==> src/adcc_regs.vh <==
/*
 Register offsets, field positions, reset values and timing counts
 of the converter control block. Assumes a 25 MHz APB clock.
*/
`ifndef ADCC_REGS_VH
`define ADCC_REGS_VH

`define ADCC_IDX_CONV      12'h01F
`define ADCC_IDX_FMT       12'h09F
`define ADCC_OFF_CONV      (`ADCC_IDX_CONV << 2)
`define ADCC_OFF_FMT       (`ADCC_IDX_FMT << 2)
`define ADCC_OFF_RESH      12'h078
`define ADCC_OFF_RESL      12'h278
`define ADCC_OFF_IRQ_STAT  12'h300
`define ADCC_OFF_IRQ_CLR   12'h304
`define ADCC_OFF_IRQ_EN    12'h308
`define ADCC_OFF_GIE       12'h30C

`define ADCC_FMT_JUSTIFY   7
`define ADCC_FMT_HALVE     6
`define ADCC_FMT_PCFG_MSB  3
`define ADCC_FMT_MASK      8'hCF
`define ADCC_FMT_RST       8'h00

`define ADCC_CONV_CLK_MSB  7
`define ADCC_CONV_CHS_MSB  5
`define ADCC_CONV_GO       2
`define ADCC_CONV_ON       0
`define ADCC_CONV_MASK     8'hFD
`define ADCC_CONV_RST      8'h00

`define ADCC_CONV_TAD      4'h9
`define ADCC_GAP_TAD       2'h2
`define ADCC_RC_TAD_NS     4000
`define ADCC_CLK_NS        40
`define ADCC_RC_CYC        ((`ADCC_RC_TAD_NS) / (`ADCC_CLK_NS))

`endif

==> src/adcc_sar.v <==
/*
 Ten-bit successive approximation engine, one bit per bit period.
 Assumes a comparator input that settles within one bit period.
*/
`timescale 1ns/1ps
module adcc_sar (
    // Clock and reset
    input  wire       pclk,
    input  wire       presetn,
    // Control
    input  wire       tad_tick,
    input  wire       start,
    input  wire       abort,
    input  wire       cmp_above,
    // Result
    output reg  [9:0] trial_r,
    output reg        busy_r,
    output reg        done_r
);
    reg [3:0] bit_r;
    reg       fresh_r;

    always @(posedge pclk or negedge presetn) begin
        if (!presetn) begin
            trial_r <= 10'h000;
            busy_r  <= 1'b0;
            done_r  <= 1'b0;
            bit_r   <= 4'h0;
            fresh_r <= 1'b0;
        end else begin
            done_r  <= 1'b0;
            fresh_r <= 1'b0;
            if (abort) begin
                busy_r <= 1'b0;
            end else if (start && !busy_r) begin
                busy_r  <= 1'b1;
                bit_r   <= 4'h9;
                trial_r <= 10'h200;
                fresh_r <= 1'b1;
            // First tick after start would test a stale trial code
            end else if (busy_r && tad_tick && !fresh_r) begin
                // Keep bit under test only if input is above trial
                if (!cmp_above) begin
                    trial_r[bit_r] <= 1'b0;
                end
                if (bit_r == 4'h0) begin
                    busy_r <= 1'b0;
                    done_r <= 1'b1;
                end else begin
                    trial_r[bit_r - 4'h1] <= 1'b1;
                    bit_r <= bit_r - 4'h1;
                end
            end
        end
    end
endmodule

==> src/adcc_top.v <==
/*
 Converter control: APB registers, bit-period clock, conversion
 sequencing, pin configuration and interrupt. Assumes the analog
 front end offers a comparator against the trial code.
*/
// The APB register port is this design's own decision.
`timescale 1ns/1ps
`include "adcc_regs.vh"
module adcc_top (
    // APB
    input  wire        pclk,
    input  wire        presetn,
    input  wire        psel,
    input  wire        penable,
    input  wire        pwrite,
    input  wire [11:0] paddr,
    input  wire [31:0] pwdata,
    output reg  [31:0] prdata,
    output reg         pready,
    output reg         pslverr,
    // Analog front end
    input  wire        cmp_above,
    output reg  [9:0]  dac_code,
    output reg  [2:0]  channel_sel,
    output reg         hold_connect,
    output reg         converter_power,
    // Pin configuration
    output reg  [4:0]  analog_pin_en,
    output reg         vref_pos_pin,
    output reg         vref_neg_pin,
    // Interrupt
    output reg         irq
);
    localparam ST_IDLE = 3'b001;
    localparam ST_CONV = 3'b010;
    localparam ST_GAP  = 3'b100;

    reg  [7:0] fmt_r;
    reg  [7:0] conv_r;
    reg  [7:0] resh_r;
    reg  [7:0] resl_r;
    reg        flag_r;
    reg        irq_en_r;
    reg        gie_r;
    reg  [2:0] state_r;
    reg  [5:0] div_r;
    reg  [7:0] rc_r;
    reg  [1:0] gap_r;
    reg        tad_tick;
    reg        go_set;
    reg        sar_start;
    wire [9:0] trial;
    wire       sar_busy;
    wire       sar_done;

    wire wr_acc = psel && penable && pwrite;
    wire rd_acc = psel && penable && !pwrite;
    wire on     = conv_r[`ADCC_CONV_ON];

    // Analog pin mask and reference use for a pin code
    function [6:0] pin_map;
        input [3:0] code;
        begin
            case (code)
                4'h0, 4'h2, 4'h9: pin_map = 7'b11111_00;
                4'h1, 4'h3, 4'hA: pin_map = 7'b10111_10;
                4'h4: pin_map = 7'b01011_00;
                4'h5: pin_map = 7'b00011_10;
                4'h6, 4'h7: pin_map = 7'b00000_00;
                4'h8, 4'hB, 4'hC: pin_map = 7'b10011_11;
                4'hD: pin_map = 7'b00011_11;
                4'hE: pin_map = 7'b00001_00;
                4'hF: pin_map = 7'b00001_11;
                default: pin_map = 7'b11111_00;
            endcase
        end
    endfunction

    // System clock divide for the select code
    function [6:0] div_ratio;
        input [1:0] sel;
        input       halve;
        begin
            case (sel)
                2'b00: div_ratio = halve ? 7'd4 : 7'd2;
                2'b01: div_ratio = halve ? 7'd16 : 7'd8;
                2'b10: div_ratio = halve ? 7'd64 : 7'd32;
                default: div_ratio = 7'd64;
            endcase
        end
    endfunction

    wire [1:0] clk_sel = conv_r[`ADCC_CONV_CLK_MSB -: 2];
    wire [6:0] ratio = div_ratio(clk_sel, fmt_r[`ADCC_FMT_HALVE]);
    wire       use_rc = (clk_sel == 2'b11);
    wire       sys_tick = ({1'b0, div_r} == ratio - 7'd1);
    wire [31:0] rc_last = `ADCC_RC_CYC - 1;
    wire       rc_tick = ({24'h000000, rc_r} == rc_last);

    // Bit-period generator, idle while converter is off
    always @(posedge pclk or negedge presetn) begin
        if (!presetn) begin
            div_r    <= 6'h00;
            rc_r     <= 8'h00;
            tad_tick <= 1'b0;
        end else if (!on) begin
            div_r    <= 6'h00;
            rc_r     <= 8'h00;
            tad_tick <= 1'b0;
        end else begin
            div_r    <= sys_tick ? 6'h00 : div_r + 6'h01;
            rc_r     <= rc_tick ? 8'h00 : rc_r + 8'h01;
            tad_tick <= use_rc ? rc_tick : sys_tick;
        end
    end

    adcc_sar u_sar (
        .pclk      (pclk),
        .presetn   (presetn),
        .tad_tick  (tad_tick),
        .start     (sar_start),
        .abort     (!on),
        .cmp_above (cmp_above),
        .trial_r   (trial),
        .busy_r    (sar_busy),
        .done_r    (sar_done)
    );

    // Sequencer: convert, then a gap of two bit periods
    always @(posedge pclk or negedge presetn) begin
        if (!presetn) begin
            state_r   <= ST_IDLE;
            gap_r     <= 2'h0;
            sar_start <= 1'b0;
        end else begin
            sar_start <= 1'b0;
            case (state_r)
                ST_IDLE: begin
                    if (on && go_set) begin
                        sar_start <= 1'b1;
                        state_r   <= ST_CONV;
                    end
                end
                ST_CONV: begin
                    if (!on) begin
                        state_r <= ST_IDLE;
                    end else if (sar_done) begin
                        gap_r   <= 2'h0;
                        state_r <= ST_GAP;
                    end
                end
                ST_GAP: begin
                    if (!on) begin
                        state_r <= ST_IDLE;
                    end else if (tad_tick) begin
                        if (gap_r == `ADCC_GAP_TAD - 2'h1) begin
                            state_r <= ST_IDLE;
                        end
                        gap_r <= gap_r + 2'h1;
                    end
                end
                default: state_r <= ST_IDLE;
            endcase
        end
    end

    // Start request seen once bit is set and engine idle
    always @* begin
        go_set = conv_r[`ADCC_CONV_GO] && state_r == ST_IDLE && !sar_busy;
    end

    // Registers, completion effects and sticky flag
    always @(posedge pclk or negedge presetn) begin
        if (!presetn) begin
            fmt_r    <= `ADCC_FMT_RST;
            conv_r   <= `ADCC_CONV_RST;
            resh_r   <= 8'h00;
            resl_r   <= 8'h00;
            flag_r   <= 1'b0;
            irq_en_r <= 1'b0;
            gie_r    <= 1'b0;
        end else begin
            if (wr_acc) begin
                case (paddr)
                    `ADCC_OFF_FMT:
                        fmt_r <= pwdata[7:0] & `ADCC_FMT_MASK;
                    `ADCC_OFF_CONV:
                        conv_r <= pwdata[7:0] & `ADCC_CONV_MASK;
                    `ADCC_OFF_RESH: resh_r <= pwdata[7:0];
                    `ADCC_OFF_RESL: resl_r <= pwdata[7:0];
                    `ADCC_OFF_IRQ_EN: irq_en_r <= pwdata[0];
                    `ADCC_OFF_GIE: gie_r <= pwdata[0];
                    default: ;
                endcase
            end
            if (wr_acc && paddr == `ADCC_OFF_IRQ_CLR && pwdata[0]) begin
                flag_r <= 1'b0;
            end
            // Start bit cannot stay set while converter is off
            if (!on && !(wr_acc && paddr == `ADCC_OFF_CONV)) begin
                conv_r[`ADCC_CONV_GO] <= 1'b0;
            end
            // Completion wins over a same-cycle software write
            if (sar_done && state_r == ST_CONV && on) begin
                conv_r[`ADCC_CONV_GO] <= 1'b0;
                flag_r <= 1'b1;
                if (fmt_r[`ADCC_FMT_JUSTIFY]) begin
                    resh_r <= {6'h00, trial[9:8]};
                    resl_r <= trial[7:0];
                end else begin
                    resh_r <= trial[9:2];
                    resl_r <= {trial[1:0], 6'h00};
                end
            end
        end
    end

    // APB read path and always-ready answer
    always @(posedge pclk or negedge presetn) begin
        if (!presetn) begin
            prdata  <= 32'h0000_0000;
            pready  <= 1'b0;
            pslverr <= 1'b0;
        end else begin
            pready  <= psel && !penable;
            pslverr <= 1'b0;
            if (psel && !penable && !pwrite) begin
                case (paddr)
                    `ADCC_OFF_FMT: prdata <= {24'h0, fmt_r};
                    `ADCC_OFF_CONV: prdata <= {24'h0, conv_r};
                    `ADCC_OFF_RESH: prdata <= {24'h0, resh_r};
                    `ADCC_OFF_RESL: prdata <= {24'h0, resl_r};
                    `ADCC_OFF_IRQ_STAT: prdata <= {31'h0, flag_r};
                    `ADCC_OFF_IRQ_EN: prdata <= {31'h0, irq_en_r};
                    `ADCC_OFF_GIE: prdata <= {31'h0, gie_r};
                    default: prdata <= 32'h0000_0000;
                endcase
            end else if (!rd_acc) begin
                prdata <= 32'h0000_0000;
            end
        end
    end

    // Front-end outputs, all registered
    always @(posedge pclk or negedge presetn) begin
        if (!presetn) begin
            dac_code        <= 10'h000;
            channel_sel     <= 3'h0;
            hold_connect    <= 1'b0;
            converter_power <= 1'b0;
            analog_pin_en   <= 5'h1F;
            vref_pos_pin    <= 1'b0;
            vref_neg_pin    <= 1'b0;
            irq             <= 1'b0;
        end else begin
            dac_code <= trial;
            // Codes above 100 fall back to input 0
            channel_sel <= (conv_r[`ADCC_CONV_CHS_MSB -: 3] > 3'h4) ?
                           3'h0 : conv_r[`ADCC_CONV_CHS_MSB -: 3];
            // Sampling only while idle with converter on, from power-on or gap end to conversion start
            hold_connect <= on && state_r == ST_IDLE && !go_set;
            converter_power <= on;
            {analog_pin_en, vref_pos_pin, vref_neg_pin} <=
                pin_map(fmt_r[`ADCC_FMT_PCFG_MSB:0]);
            irq <= flag_r && irq_en_r && gie_r;
        end
    end
endmodule

==> config.mk <==
export PLATFORM = sky130hd
export DESIGN_NAME = adcc_top
export DESIGN_NICKNAME = d
export VERILOG_FILES = /design/src/adcc_sar.v /design/src/adcc_top.v
export VERILOG_INCLUDE_DIRS = /design/src
export SDC_FILE = /design/constraint.sdc
export NUM_CORES = 1
export LEC_CHECK = 0
export ABC_AREA = 1
export BUFFER_PORTS_ARGS = -buffer_cell sky130_fd_sc_hd__buf_2
export CAP_MARGIN = 20
export CORE_MARGIN = 5
export CORE_UTILIZATION = 50
export CTS_CLUSTER_DIAMETER = 40
export DETAILED_ROUTE_END_ITERATION = 8
export PLACE_DENSITY = 0.82
export SYNTH_ARGS = -nofsm -noshare
export SYNTH_HDL_FRONTEND = slang
export SYNTH_SLANG_ARGS = --single-unit
==> constraint.sdc <==
create_clock -name pclk -period 1.6 [get_ports pclk]
set_clock_uncertainty 0.05 [all_clocks]
set_input_delay 0.32 -clock pclk [delete_from_list [all_inputs] [get_ports pclk]]
set_output_delay 0.32 -clock pclk [all_outputs]
set_load 0.005 [all_outputs]
=== Word level (Yosys, flattened, before mapping) ===
Memory sizes are Yosys's and may differ from the RTL's. A register that Yosys moved wholly into a read port is not among the register bits.
Cells that the tools add are included.

* Memories: 1
* Logic and storage cells: 188
* Bits in read-only memories: 112
* Output and inout bits: 57
* Register bits after elaboration: 119
* Input bits: 50

* Eq/ne operators: 29
* Order comparisons: 5
* Multiplexer cells: 66
* Bitwise operators: 3
* $add $sub $neg: 5
* Reduce and logical (&&, ||, !) cells: 53

{| class="wikitable"
|+ Memory list
! memory !! depth !! width !! rd ports !! clocked after Yosys merged registers in !! write ports !! line !! RTL
|-
| (no name shown) || 16 || 7 || 1 || 1 || 0 || adcc_top.v:64 || <nowiki>case (code)</nowiki>
|}

{| class="wikitable"
|+ Operators with widths
! operator !! count
|-
| $mux W8 || 10
|-
| $eq A12 B10 Y1 const B || 6
|-
| $mux W10 || 7
|-
| $mux W32 || 2
|-
| $pmux W8 S7 || 1
|-
| $mux W3 || 10
|-
| $eq A12 B7 Y1 const B || 2
|-
| $logic_and A1 B1 Y1 || 23
|-
| $pmux W7 S3 || 1
|-
| $mux W1 || 20
|-
| $reduce_and A2 Y1 || 9
|-
| $mux W4 || 3
|-
| $mux W6 || 2
|-
| $reduce_bool A2 Y1 || 6
|-
| $and A10 B10 Y10 || 1
|-
| $lt A4 B5 Y1 const B || 2
|-
| $not A10 Y10 || 1
|-
| $or A10 B10 Y10 || 1
|-
| $pmux W3 S3 || 1
|-
| $add A8 B1 Y8 const B || 1
|-
| $demux W1 S4 || 2
|-
| $eq A8 B7 Y1 const B || 1
|-
| $ge A4 B1 Y1 const B || 2
|-
| $logic_not A1 Y1 || 8
|-
| 26 further kinds || 39
|}

=== Logic depth before layout (Yosys ltp) ===
* Depth in word-level cells: 14
* Depth in mapped cells: 11
* Mapped depth without buffers: 11

=== By module ===
From an unflattened synthesis, not the netlist that was laid out.

* Cell total of the unflattened synthesis: 661
* Area, all modules: 5446.5 µm²

{| class="wikitable"
|+ By module, submodules not included
! module !! seq. area each (µm²) !! cells an instance !! instances !! area an instance (µm²)
|-
| adcc_top || 2134.5 || 522 || 1 || 4380.5
|-
| adcc_sar || 425.4 || 139 || 1 || 1066.0
|}

=== Worst setup path after synthesis ===
No wires, ideal clock.

* Kind: register -> register
* Start point: reg conv_r[6]
* End point: reg div_r[1]
* Cell stages (with the launch flop): 12
* Required time: 1.477 ns
* Buffers on the path: 0
* Setup slack: -0.144 ns
* Data arrival time: 1.621 ns
* Clock period less this slack: 1.744 ns
* Setup time: 0.073 ns
* Cells stage by stage: dfrtp_1 > inv_1 > nand3_1 > ha_1 > or2_2 > nand3_1 > nor2_1 > nand2_1 > nor2_1 > nand2_1 > nand2_1 > nor2_1

* Word-level cells in the longest chain between the ends: 6
* Elaborated cells on any way between the ends: 8
* Those cells by class: add/sub (1); eq/ne (3); mux (3); reduce/logical (1)

{| class="wikitable"
|+ RTL lines
! item !! line !! RTL
|-
| start: declaration || adcc_top.v:39 || <nowiki>reg [7:0] conv_r;</nowiki>
|-
| start signal: assignment || adcc_top.v:176 || <nowiki>conv_r <= `ADCC_CONV_RST;</nowiki>
|-
| start signal: assignment || adcc_top.v:188 || <nowiki>conv_r <= pwdata[7:0] & `ADCC_CONV_MASK;</nowiki>
|-
| $eq A2 B2 Y1, or another cell as far along || adcc_top.v:84 || <nowiki>case (sel)</nowiki>
|-
| $pmux W7 S3 (*) || adcc_top.v:84 ||
|-
| $sub A7 B1 Y7 (*) || adcc_top.v:96 || <nowiki>wire sys_tick = ({1'b0, div_r} == ratio - 7'd1);</nowiki>
|-
| $eq A6 B7 Y1 (*) || adcc_top.v:96 ||
|-
| $mux W6 (*) || adcc_top.v:111 || <nowiki>div_r <= sys_tick ? 6'h00 : div_r + 6'h01;</nowiki>
|-
| $mux W6 (*) || adcc_top.v:106 || <nowiki>end else if (!on) begin</nowiki>
|-
| end signal: assignment || adcc_top.v:111 ||
|-
| end: declaration || adcc_top.v:46 || <nowiki>reg [5:0] div_r;</nowiki>
|}

Mark *: on every way between the ends. The rest lies on a longest branch, timed or not.
A chain may end at the register's enable or synchronous reset.

=== Worst setup path after layout ===
* Start point: reg fmt_r[6]
* End point: reg div_r[2]

* Word-level cells in the longest chain between the ends: 6
* Elaborated cells on any way between the ends: 8
* Those cells by class: add/sub (1); eq/ne (1); mux (6)

{| class="wikitable"
|+ RTL lines
! item !! line !! RTL
|-
| start: declaration || adcc_top.v:38 || <nowiki>reg [7:0] fmt_r;</nowiki>
|-
| start signal: assignment || adcc_top.v:175 || <nowiki>fmt_r <= `ADCC_FMT_RST;</nowiki>
|-
| start signal: assignment || adcc_top.v:186 || <nowiki>fmt_r <= pwdata[7:0] & `ADCC_FMT_MASK;</nowiki>
|-
| $mux W3, or another cell as far along || adcc_top.v:85 || <nowiki>2'b00: div_ratio = halve ? 7'd4 : 7'd2;</nowiki>
|-
| $pmux W7 S3 (*) || adcc_top.v:84 ||
|-
| $sub A7 B1 Y7 (*) || adcc_top.v:96 ||
|-
| $eq A6 B7 Y1 (*) || adcc_top.v:96 ||
|-
| $mux W6 (*) || adcc_top.v:111 ||
|-
| $mux W6 (*) || adcc_top.v:106 ||
|}

Marked as above.

==> results.cfg <==
[status]
status = finished, violations left
violations = negative setup slack

[floorplan]
num_rows = 37
io_pins = 107
die_w_um = 112
coreArea_um2 = 10200
start_util_pct = 50.7
die_h_um = 112
die-area_um2 = 12500

[logic_synthesis]
async_flop_share_pct = 100
synth_area_leaders = dfrtp_1 (46%), nand2_1 (12%), nand3_1 (5.9%)
yosys.area.top_type = dfrtp_1
synth_edf_count = 0
synth-seq-cells = 102
ys_types = 41
syn_inst = 619
yosysWarnings = 0
syn_area_um2 = 5170
yosysTopAreaCellShare_pct = 46.5
yosysSeqAreaShare_pct = 49.5
synth_ff_type = dfrtp_1
avgSynthCellArea_um2 = 8.35

[power]
total_power_uw = 4580
leakage_uw = 0.00306
peakVddDrop_mv = 0.516
power_density_nw_per_um2 = 731

[layout]
area_growth_pct = 21.4
fin_nets = 795
insertedDiodeCount = 0
fillCellCount = 857
utilization_pct = 61.6
stdcell_count = 873
drive_above_1_share_pct = 25.6

[critical_path]
r2r_cells = 11
timing.rr.start = fmt_r[6]
ff2ff_setup_slack_ns = -0.08
end_kind = flop
crit_path_start_kind = flop
crit_type = reg2reg
r2r_end = div_r[2]
timing.critical_path.to = div_r[2]
cp_max_fo = 5
startpoint = fmt_r[6]
critPathArrivalTime_ns = 1.94
required_ns = 1.85

[clock_tree]
clock-root-buffer = clkbuf_8
clock_path_buffers = 2
clk_pin_slew_ns = 0.09
cts_sinks = 102
cts_tree = done
htreeDepth = 3
cts_made_buffers = 9
clk_latency_ns = 0.37

[placed_design]
gp_congestion = 0.892
port_buffers = 57
hpwl_um = 9270
post-place-cells = 846

[timing]
setup_viol = 6
post-route-period-util_pct = 105
whs_ns = 0.103
worst_slack_ns = -0.0818
final-hold-violation-count = 0
slew_violations = 0
fmax_mhz = 595
rsz0062_at_grt = true
period_minus_slack_ns = 1.68

[grt]
antenna_found_initial = 0
grt_pass1_vias = 4587
grt_overflow = 0
grt-busiest-layer = met2
grt_max_degree = 43
met3_usage_pct = 5.00
use_met1_pct = 23.4
grt_usage_pct = 20.2
use_met2_pct = 35.9
grt_pass1_wl_um = 20800

[route]
route.detailed.drc = 0
ant_nets = 0
vias_per_cell = 5.17
routedWlPerCell_um = 13.9
dr.pass1.iters = 5
detail_route.iter0.violations = 268
vias = 4511
drt_wl_total_um = 12100

[flow_run]
cap_violations = 0

[hold_path]
hold_class = in2reg
==> synthesized netlist by cell type, drive strengths merged (3+ instances only) <==
cell type and n:
nand2 168, dfrtp 96, inv 71, nand3 61, nor2 60, buf 32
o21ai 25, nand4 23, a21oi 15, ha 13, nor3 9, o211ai 7
dfstp 6, xor2 5, o311ai 4, o22ai 3, or2 3, xnor2 3
==> where the power goes <==
| part | total, uW | switching [uW] | leakage, uW | internal [uW] |
|---|---|---|---|---|
| Sequential | 2580 | 1.91 | 0.00114 | 2580 |
| Combinational | 210 | 146 | 0.00180 | 63.8 |
| Clock | 1790 | 865 | 0.000113 | 927 |
==> cell type report <==
| class | instances | area (um2) | area share [%] |
|---|---|---|---|
| clock buffers | 11 | 141 | 2.25 |
| clock inverters | 5 | 82.6 | 1.32 |
| inverters | 71 | 269 | 4.29 |
| multi-input cells | 436 | 2310 | 36.8 |
| flip-flops and latches | 102 | 2560 | 40.8 |
| well taps | 136 | 170 | 2.71 |
| repair buffers | 112 | 741 | 11.8 |
==> through the flow <==
stage          cell area, um2  setup WS, ns  TNS [ns]
5_1_grt                  6270        -0.209     -1.17
4_1_cts                  6160       -0.0729    -0.347
6_report                 6270       -0.0818    -0.384
3_5_place_dp             5870       -0.0870    -0.432
2_1_floorplan            5290       -0.0174   -0.0641
3_3_place_gp             5870       -0.0416    -0.183
==> layout by cell type (no fill, tap or decap), types with 10 or more instances in the layout <==
cell,n
nor2_2,10
buf_4,52
o21ai_1,18
buf_2,56
clkbuf_8,10
nor2_1,43
conb_1,25
nand3_1,57
dfrtp_1,95
a21oi_1,14
inv_2,16
inv_1,54
ha_1,11
nand2_1,162
nand4_1,23
==> registers in the layout, summed over array words and instances, names as in the netlist, 2 cells and up <==
name,cells
rc_r,8
fmt_r,6
analog_pin_en,5
gap_r,2
prdata,8
state_r,3
channel_sel,3
resl_r,8
u_sar.trial_r,10
resh_r,8
div_r,6
dac_code,10
u_sar.bit_r,4
conv_r,7
==> cells by family (layout without fill, tap and decap cells) <==
| logic type | count (synthesis) | count (layout) | synth area share (%) |
|---|---|---|---|
| and+or+nand+nor | 327 | 327 | 28.5 |
| buffers and inverters | 105 | 199 | 9.83 |
| DFF | 102 | 102 | 49.5 |
| AOI/OAI and AO/OA | 63 | 63 | 7.51 |
| adders and majority gates | 13 | 13 | 3.15 |
| xor gates and xnor gates | 8 | 8 | 1.36 |
| other | 1 | 25 | 0.0726 |
==> timing repair <==
item,4_1_cts,5_1_grt
resized for setup,4,19
pin swaps,5,7
buffers inserted,4,7
hold buffers,1,0
hold endpoints to repair,21,0
setup endpoints to repair,11,28
==> worst min-delay path by stage <==
stage                                 to    start  depth (start not counted)  slack (ns)
after floorplan           channel_sel[0]  presetn                          0       -0.03
after global placement            pready  presetn                          1        0.23
after detailed placement    vref_pos_pin  presetn                          1        0.23
after CTS                         pready  penable                          2        0.09
after global routing              pready  penable                          2        0.10
final                             pready  penable                          2        0.10
==> worst max-delay path, cell delays in order (launching register included) <==
cell and delay [ns]:
dfrtp_2 0.46, inv_4 0.08, nand3_4 0.08, ha_4 0.25
or2_4 0.23, nand3_2 0.06, nor2_1 0.04, nand2_1 0.05
nor2_1 0.04, nand2_1 0.08, nand2_2 0.09, nor2_2 0.12
==> per-layer routing <==
metal  vias up  share of wire [%]
met5         -                  0
met4         0                2.4
met3        31                5.6
met2       137                 51
met1      2148                 41
li1       2195                  -
No activity file was read; power rests on OpenSTA's default activity.
